[config.mk]
export PLATFORM = sky130hd
export DESIGN_NAME = olc_regs
export DESIGN_NICKNAME = d
export VERILOG_FILES = /design/src/include/olc_pkg.sv /design/src/verilog/olc_regs.sv
export VERILOG_INCLUDE_DIRS = /design/src /design/src/include
export SDC_FILE = /design/constraint.sdc
export NUM_CORES = 1
export LEC_CHECK = 0
export BUFFER_PORTS_ARGS = -buffer_cell sky130_fd_sc_hd__buf_2
export CORE_ASPECT_RATIO = 1.25
export CORE_MARGIN = 10
export CORE_UTILIZATION = 50
export CTS_BUF_LIST = sky130_fd_sc_hd__clkbuf_4 sky130_fd_sc_hd__clkbuf_8
export CTS_CLUSTER_SIZE = 20
export DETAILED_ROUTE_END_ITERATION = 10
export PLACE_DENSITY = 0.79
export SLEW_MARGIN = 20
export SYNTH_ARGS = -nofsm -noshare
export SYNTH_HDL_FRONTEND = slang
export SYNTH_SLANG_ARGS = --single-unit
[constraint.sdc]
create_clock -name core_clk_i -period 2.3 [get_ports core_clk_i]
set_input_delay 0.345 -clock core_clk_i [delete_from_list [all_inputs] [get_ports core_clk_i]]
set_output_delay 0.345 -clock core_clk_i [all_outputs]
set_load 0.05 [all_outputs]
[src/include/olc_defines.svh]
// register offsets, field positions, reset values for the output loop control bank
`ifndef OLC_DEFINES_SVH
`define OLC_DEFINES_SVH

// ------------------------------------------------------------
// register offsets
// ------------------------------------------------------------
`define OLC_ADDR_ZERO_RES 12'h01d
`define OLC_ADDR_PUMP_CUR 12'h0f0
`define OLC_ADDR_FB_DIV 12'h0f1
`define OLC_ADDR_CTRL 12'h0f2
`define OLC_ADDR_VCO 12'h0f3

// ------------------------------------------------------------
// field positions
// ------------------------------------------------------------
`define OLC_CTRL_LD_PD 7
`define OLC_CTRL_DBL_EN 5
`define OLC_CTRL_ABL_OVR 4
`define OLC_CTRL_ABL_HI 3
`define OLC_CTRL_ABL_LO 2
`define OLC_CTRL_CPM_HI 1
`define OLC_CTRL_CPM_LO 0
`define OLC_FB_A_HI 7
`define OLC_FB_A_LO 6
`define OLC_FB_B_HI 5
`define OLC_FB_B_LO 0
`define OLC_VCO_FREL 4
`define OLC_VCO_MID 2
`define OLC_VCO_CAL 1

// ------------------------------------------------------------
// reset values and fixed codes
// ------------------------------------------------------------
`define OLC_RST_ZERO_RES 4'h0
`define OLC_RST_PUMP_CUR 8'h00
`define OLC_RST_FB_DIV 8'h00
`define OLC_RST_CTRL 8'h03
`define OLC_RST_VCO 8'h00
`define OLC_VCO_WR_MASK 8'h1e
`define OLC_ABL_AUTO 2'h2
`define OLC_ABL_FIRST 2'h0
`define OLC_ZRES_EXT 4'h8

`endif

[src/include/olc_pkg.sv]
// types shared by the output loop control bank
package olc_pkg;
    // charge pump mode codes
    typedef enum logic [1:0] {
        OLC_CPM_TRISTATE = 2'h0,
        OLC_CPM_PUMP_UP = 2'h1,
        OLC_CPM_PUMP_DOWN = 2'h2,
        OLC_CPM_NORMAL = 2'h3
    } olc_cp_mode_t;
    // antibacklash width codes
    typedef enum logic [1:0] {
        OLC_ABL_MIN = 2'h0,
        OLC_ABL_LOW = 2'h1,
        OLC_ABL_HIGH = 2'h2,
        OLC_ABL_MAX = 2'h3
    } olc_abl_width_t;
endpackage : olc_pkg

[src/verilog/olc_regs.sv]
// output loop control register bank with decoded loop settings
//
// Notes on behaviour
// - 4-bit code selects input loop zero resistance
// - 8-bit output loop charge pump magnitude
// - divider ratio is four times main plus swallow
// - control bit 7 powers down lock detector
// - control bit 5 enables reference doubler
// - override clear forces antibacklash to high
// - width field effective only while override set
// - first override set makes width minimum
// - charge pump mode field, normal by default
// - hold distribution sync until loop locks
// - force bit releases sync regardless of lock
// - oscillator bit 2 forces midscale control voltage
// - calibration bit sticky, zero resets calibration
`include "olc_defines.svh"

module olc_regs #(
    parameter int ADDR_W = 12
) (
    input wire logic core_clk_i,                       // register clock
    input wire logic rst_n_i,                          // async reset, active low
    input wire logic [ADDR_W-1:0] addr_i,              // register address from serial port
    input wire logic wr_en_i,                          // one-cycle write strobe
    input wire logic [7:0] wr_data_i,                  // write data
    input wire logic rd_en_i,                          // one-cycle read strobe
    input wire logic loop_locked_i,                    // output loop lock report
    output logic [7:0] rd_data_o,                      // read data
    output logic rd_valid_o,                           // read data valid pulse
    output logic [3:0] loop_zero_resistance_o,         // zero resistor code
    output logic zero_res_ext_o,                       // external zero resistor selected
    output logic [7:0] pump_current_o,                 // charge pump magnitude
    output logic [1:0] fb_swallow_o,                   // swallow count
    output logic [5:0] fb_main_o,                      // main count
    output logic [7:0] fb_ratio_o,                     // resulting division ratio
    output logic lock_det_pd_o,                        // lock detector power-down
    output logic ref_doubler_en_o,                     // reference doubler enable
    output olc_pkg::olc_abl_width_t abl_width_o,       // effective antibacklash width
    output olc_pkg::olc_cp_mode_t cp_mode_o,           // charge pump mode
    output logic dist_sync_hold_o,                     // distribution held in sync
    output logic vco_midscale_o,                       // force vco to midscale
    output logic vco_cal_o,                            // calibration run level
    output logic vco_cal_start_o                       // one-cycle calibration start pulse
);
    import olc_pkg::*;

    // ------------------------------------------------------------
    // storage and decode
    // ------------------------------------------------------------
    logic [3:0] zres_q;        // zero resistor code
    logic [7:0] pump_q;        // pump magnitude
    logic [7:0] fb_q;          // feedback divider word
    logic [7:0] ctrl_q;        // output loop control word
    logic [7:0] vco_q;         // oscillator control word
    logic [7:0] ratio_q;       // registered division ratio
    logic [1:0] abl_q;         // registered effective width
    logic sync_hold_q;         // registered sync hold
    logic cal_start_q;         // calibration start pulse
    logic zres_ext_q;          // external resistor decode
    logic [7:0] rd_q;          // read data
    logic rd_vld_q;            // read valid
    logic wr_zres;             // write hits zero resistor register
    logic wr_pump;             // write hits pump register
    logic wr_fb;               // write hits divider register
    logic wr_ctrl;             // write hits control register
    logic wr_vco;              // write hits oscillator register

    assign wr_zres = wr_en_i && (addr_i == `OLC_ADDR_ZERO_RES);
    assign wr_pump = wr_en_i && (addr_i == `OLC_ADDR_PUMP_CUR);
    assign wr_fb = wr_en_i && (addr_i == `OLC_ADDR_FB_DIV);
    assign wr_ctrl = wr_en_i && (addr_i == `OLC_ADDR_CTRL);
    assign wr_vco = wr_en_i && (addr_i == `OLC_ADDR_VCO);

    // ------------------------------------------------------------
    // register writes
    // ------------------------------------------------------------
    // zero resistor code, upper nibble not stored
    always_ff @(posedge core_clk_i or negedge rst_n_i) begin
        if (!rst_n_i) begin
            zres_q <= `OLC_RST_ZERO_RES;
        end else if (wr_zres) begin
            zres_q <= wr_data_i[3:0];
        end
    end

    // pump magnitude, full byte
    always_ff @(posedge core_clk_i or negedge rst_n_i) begin
        if (!rst_n_i) begin
            pump_q <= `OLC_RST_PUMP_CUR;
        end else if (wr_pump) begin
            pump_q <= wr_data_i;
        end
    end

    // divider word, stored as written; limits are left to software
    always_ff @(posedge core_clk_i or negedge rst_n_i) begin
        if (!rst_n_i) begin
            fb_q <= `OLC_RST_FB_DIV;
        end else if (wr_fb) begin
            fb_q <= wr_data_i;
        end
    end

    // control word; width snaps to minimum when override first goes high
    always_ff @(posedge core_clk_i or negedge rst_n_i) begin
        if (!rst_n_i) begin
            ctrl_q <= `OLC_RST_CTRL;
        end else if (wr_ctrl) begin
            ctrl_q <= wr_data_i;
            if (wr_data_i[`OLC_CTRL_ABL_OVR] && !ctrl_q[`OLC_CTRL_ABL_OVR]) begin
                // first override set: field defaults to minimum
                ctrl_q[`OLC_CTRL_ABL_HI:`OLC_CTRL_ABL_LO] <= `OLC_ABL_FIRST;
            end
        end
    end

    // oscillator control, reserved bits 7:5 and 0 dropped
    always_ff @(posedge core_clk_i or negedge rst_n_i) begin
        if (!rst_n_i) begin
            vco_q <= `OLC_RST_VCO;
        end else if (wr_vco) begin
            vco_q <= wr_data_i & `OLC_VCO_WR_MASK;
        end
    end

    // ------------------------------------------------------------
    // derived settings
    // ------------------------------------------------------------
    // ratio and external resistor decode
    always_ff @(posedge core_clk_i or negedge rst_n_i) begin
        if (!rst_n_i) begin
            ratio_q <= 8'h00;
            zres_ext_q <= 1'b0;
        end else begin
            ratio_q <= {fb_q[`OLC_FB_B_HI:`OLC_FB_B_LO], 2'h0} + {6'h00, fb_q[`OLC_FB_A_HI:`OLC_FB_A_LO]};
            zres_ext_q <= (zres_q == `OLC_ZRES_EXT);
        end
    end

    // effective antibacklash width
    always_ff @(posedge core_clk_i or negedge rst_n_i) begin
        if (!rst_n_i) begin
            abl_q <= `OLC_ABL_AUTO;
        end else if (ctrl_q[`OLC_CTRL_ABL_OVR]) begin
            abl_q <= ctrl_q[`OLC_CTRL_ABL_HI:`OLC_CTRL_ABL_LO];
        end else begin
            abl_q <= `OLC_ABL_AUTO;
        end
    end

    // distribution sync hold until lock or forced release
    always_ff @(posedge core_clk_i or negedge rst_n_i) begin
        if (!rst_n_i) begin
            sync_hold_q <= 1'b1;
        end else if (vco_q[`OLC_VCO_FREL]) begin
            sync_hold_q <= 1'b0;
        end else begin
            sync_hold_q <= !loop_locked_i;
        end
    end

    // start pulse on a zero-to-one write of the calibration bit
    always_ff @(posedge core_clk_i or negedge rst_n_i) begin
        if (!rst_n_i) begin
            cal_start_q <= 1'b0;
        end else begin
            cal_start_q <= wr_vco && wr_data_i[`OLC_VCO_CAL] && !vco_q[`OLC_VCO_CAL];
        end
    end

    // ------------------------------------------------------------
    // read port
    // ------------------------------------------------------------
    // registered read, unmapped addresses return zero
    always_ff @(posedge core_clk_i or negedge rst_n_i) begin
        if (!rst_n_i) begin
            rd_q <= 8'h00;
            rd_vld_q <= 1'b0;
        end else begin
            rd_vld_q <= rd_en_i;
            if (rd_en_i) begin
                unique case (addr_i)
                    `OLC_ADDR_ZERO_RES: rd_q <= {4'h0, zres_q};
                    `OLC_ADDR_PUMP_CUR: rd_q <= pump_q;
                    `OLC_ADDR_FB_DIV: rd_q <= fb_q;
                    `OLC_ADDR_CTRL: rd_q <= ctrl_q;
                    `OLC_ADDR_VCO: rd_q <= vco_q;
                    default: rd_q <= 8'h00;
                endcase
            end
        end
    end

    // ------------------------------------------------------------
    // outputs
    // ------------------------------------------------------------
    assign rd_data_o = rd_q;
    assign rd_valid_o = rd_vld_q;
    assign loop_zero_resistance_o = zres_q;
    assign zero_res_ext_o = zres_ext_q;
    assign pump_current_o = pump_q;
    assign fb_swallow_o = fb_q[`OLC_FB_A_HI:`OLC_FB_A_LO];
    assign fb_main_o = fb_q[`OLC_FB_B_HI:`OLC_FB_B_LO];
    assign fb_ratio_o = ratio_q;
    assign lock_det_pd_o = ctrl_q[`OLC_CTRL_LD_PD];
    assign ref_doubler_en_o = ctrl_q[`OLC_CTRL_DBL_EN];
    assign abl_width_o = olc_abl_width_t'(abl_q);
    assign cp_mode_o = olc_cp_mode_t'(ctrl_q[`OLC_CTRL_CPM_HI:`OLC_CTRL_CPM_LO]);
    assign dist_sync_hold_o = sync_hold_q;
    assign vco_midscale_o = vco_q[`OLC_VCO_MID];
    assign vco_cal_o = vco_q[`OLC_VCO_CAL];
    assign vco_cal_start_o = cal_start_q;
endmodule : olc_regs

==> metrics.yaml <==
clock_tree:
  h-tree-depth: 2
  cts_setup_buffers: 0
  cts_tree: "built"
  clk_latency_ps: 310
  cts_hold_buf: 0
  clock-sinks: 54
  path_clk_slew_ps: 90
  clockRootBuffer: "clkbuf_8"
  cts_resized: 0
  cts_made_buffers: 5
  clock_path_buffers: 2
routing:
  vias: 1542
  vias_per_cell: 5.39
  wire_per_inst_um: 19.3
  drt-initial-drc-count: 51
  drtPass1Iterations: 4
  post-route-drc-count: 0
  wl_met2_mm: 2.96
  postRouteWirelength_mm: 5.51
  wl_met1_mm: 2.04
  drtAntennaViolNets: 0
  top_layer: "met4"
  dr_wl_met3_um: 414
layout:
  fin_nets: 252
  drive_gt1_share_pct: 56.1
  layout_commonest_cell: "buf_2"
  area_growth_pct: 21.3
  fin_util_pct: 63.1
  final_cells: 286
  diodes: 0
  layout_common_cells: "72 x buf_2, 50 x dfrtp_1, 29 x mux2_2"
synth:
  ys_seq_area_share_pct: 58.9
  ys_warn_count: 0
  synth_nets: 178
  synth_compound_area_share_pct: 4.40
  synthCells: 153
  synth_xor_area_share_pct: 0
  synth_edf_count: 0
  synth_top_family_by_area: "multiplexers"
  syn_area_um2: 2300
  avgSynthCellArea_um2: 15.0
  synth_cell_types: 37
  async_flop_share_pct: 100
  synth_fa_ha_area_share_pct: 0
  ys_seq_elements: 54
  synth.area.mux_share_pct: 22.0
  synthSimpleGateAreaFrac_pct: 11.7
  synth_ff_type: "dfrtp_1"
sta:
  hold_viol_final: 0
  max_freq_mhz: 606
  max_slew.worst_pin.slew_ps: 677
  skew_ps: 6.27
  hold_slack_ps: 65.0
  tns_ps: 0
  period_needed_ps: 1650
  relSlewSlack_pct: 54.9
  slew_viol_final: 0
  fin_crit_sh_pct: 71.8
  setup_viol_count_final: 0
  rsz0062_at_grt: "no"
pwr:
  p_total_uw: 1620
  combPwrFrac_pct: 6.7
  p_sw_share_pct: 23.1
  seq_power_share_pct: 59.2
  ir_worst_vdd_v: 0.000329
  leakage_uw: 0.00157
  p_int_uw: 1240
  power.net_switching_uw: 374
  p_per_area_nw_per_um2: 579
  p_clk_share_pct: 34.1
global_routing:
  grt_pass1_vias: 1665
  grt_antenna_before_repair: 0
  grt_max_degree: 32
  grt_pass1_wl_mm: 8.74
  grt-ovfl-total: 0
  grtUsageTotal_pct: 14.7
floorplanning:
  core-area_um2: 4430
  die_y_um: 95.8
  io_pins: 73
  initial_core_util_pct: 52.0
  die_w_um: 80.7
  rows: 27
  die_area_um2: 7730
setup_path:
  crit_required_ps: 2500
  critPathMaxFanout: 12
  path_class: "in2reg"
  crit_path_end_kind: "flip-flop"
  path_cells: "buf_2, nor4_1, and4_4, nand4b_2, mux2_2"
  cp_slowest_cell: "and4_4"
  worstPathArrival_ps: 1850
  slowest_delay_ps: 390
  startpoint_type: "primary input"
placed_design:
  portBuffers: 72
  place.gp.congestion: 0.773
  placed_cells: 278
  dp_hpwl_mm: 4.28
status:
  status: "complete, no violations"
min_path:
  hp-class: "in2async"
run:
  maxCapViolCount: 0
## per-stage QoR
| step | cell area, um^2 | setup WS, ps |
|---|---|---|
| 2_1_floorplan | 2300 | 650 |
| 3_3_place_gp | 2700 | 383 |
| 3_5_place_dp | 2700 | 322 |
| 4_1_cts | 2790 | 648 |
| 5_1_grt | 2790 | 509 |
| 6_report | 2790 | 649 |
## cell usage after synthesis (2+ instances only)
master    instances  area (um^2)
a221o_1           3         30.0
a31o_2            3         26.3
and2_1            3         18.8
and3_1            3         18.8
buf_4             3         22.5
buf_6             2         22.5
clkbuf_1          2         7.51
dfrtp_1          50         1250
dfstp_2           4          105
inv_1             4         15.0
mux2_2           29          327
mux2i_1           6         60.1
mux4_1            4          105
nand2_1           6         22.5
nand3_1           2         10.0
nand3_4           2         35.0
nor2_1            2         7.51
nor2b_1           3         18.8
o21ai_0           4         20.0
## final timing paths
kind                                 startpoint                                    end  slack, ps  cells after the start
setup / recovery                      addr_i[9]                    fb_q[7]$_DFFE_PN0P_        650                      5
hold / removal                          rst_n_i  loop_zero_resistance_o[3]$_DFFE_PN0P_         60                      1
setup reg to reg            fb_q[3]$_DFFE_PN0P_               rd_data_o[3]$_DFFE_PN0P_        760                      3
hold reg to reg            vco_q[4]$_DFFE_PN0P_             dist_sync_hold_o$_DFF_PN1_        410                      1
max in group asynchronous               rst_n_i             dist_sync_hold_o$_DFF_PN1_       1540                      2
min in group core_clk_i           loop_locked_i             dist_sync_hold_o$_DFF_PN1_        150                      2
## worst max-delay path, delay by kind of cell
kind | cells | cell delay (ps)
AND/OR/NAND/NOR | 3 | 1040
multiplexers | 1 | 370
buffers and inverters | 1 | 90
## kinds of logic after synthesis
kind of cell	count (synthesis)
muxes	40
DFF	54
buffers and inverters	11
AOI/OAI and AO/OA	13
and+or+nand+nor	35
## layout make-up
class	instances	area, um^2
clock buffers	7	90.1
clock inverters	1	5.00
fillers	345	1630
inverters	4	15.0
multi-input cells	88	877
flip-flops and latches	54	1360
well taps	58	72.6
repair buffers	74	375
## power groups by stage
stage	registers (uW)	clock network (uW)	logic, uW
3_3_place_gp	976	0	107
2_1_floorplan	992	0	31.5
5_1_grt	958	596	118
6_report	957	552	108
4_1_cts	958	559	109
3_5_place_dp	976	0	109
## flip-flops by register name (all words and copies together), names as in the netlist
register,count
pump_current_o,8
fb_q,8
vco_q,4
rd_data_o,8
abl_width_o,2
fb_ratio_o,8
vco_cal_start_o,1
zero_res_ext_o,1
ctrl_q,8
rd_valid_o,1
dist_sync_hold_o,1
loop_zero_resistance_o,4
## metal layers
metal / up-vias / track usage [%]
met4: 0 / 6.65
met3: 9 / 4.76
met2: 47 / 26.3
li1: 714 / -
met1: 772 / 15.1
met5: - / 0
Power figures use the tool's default switching activity.
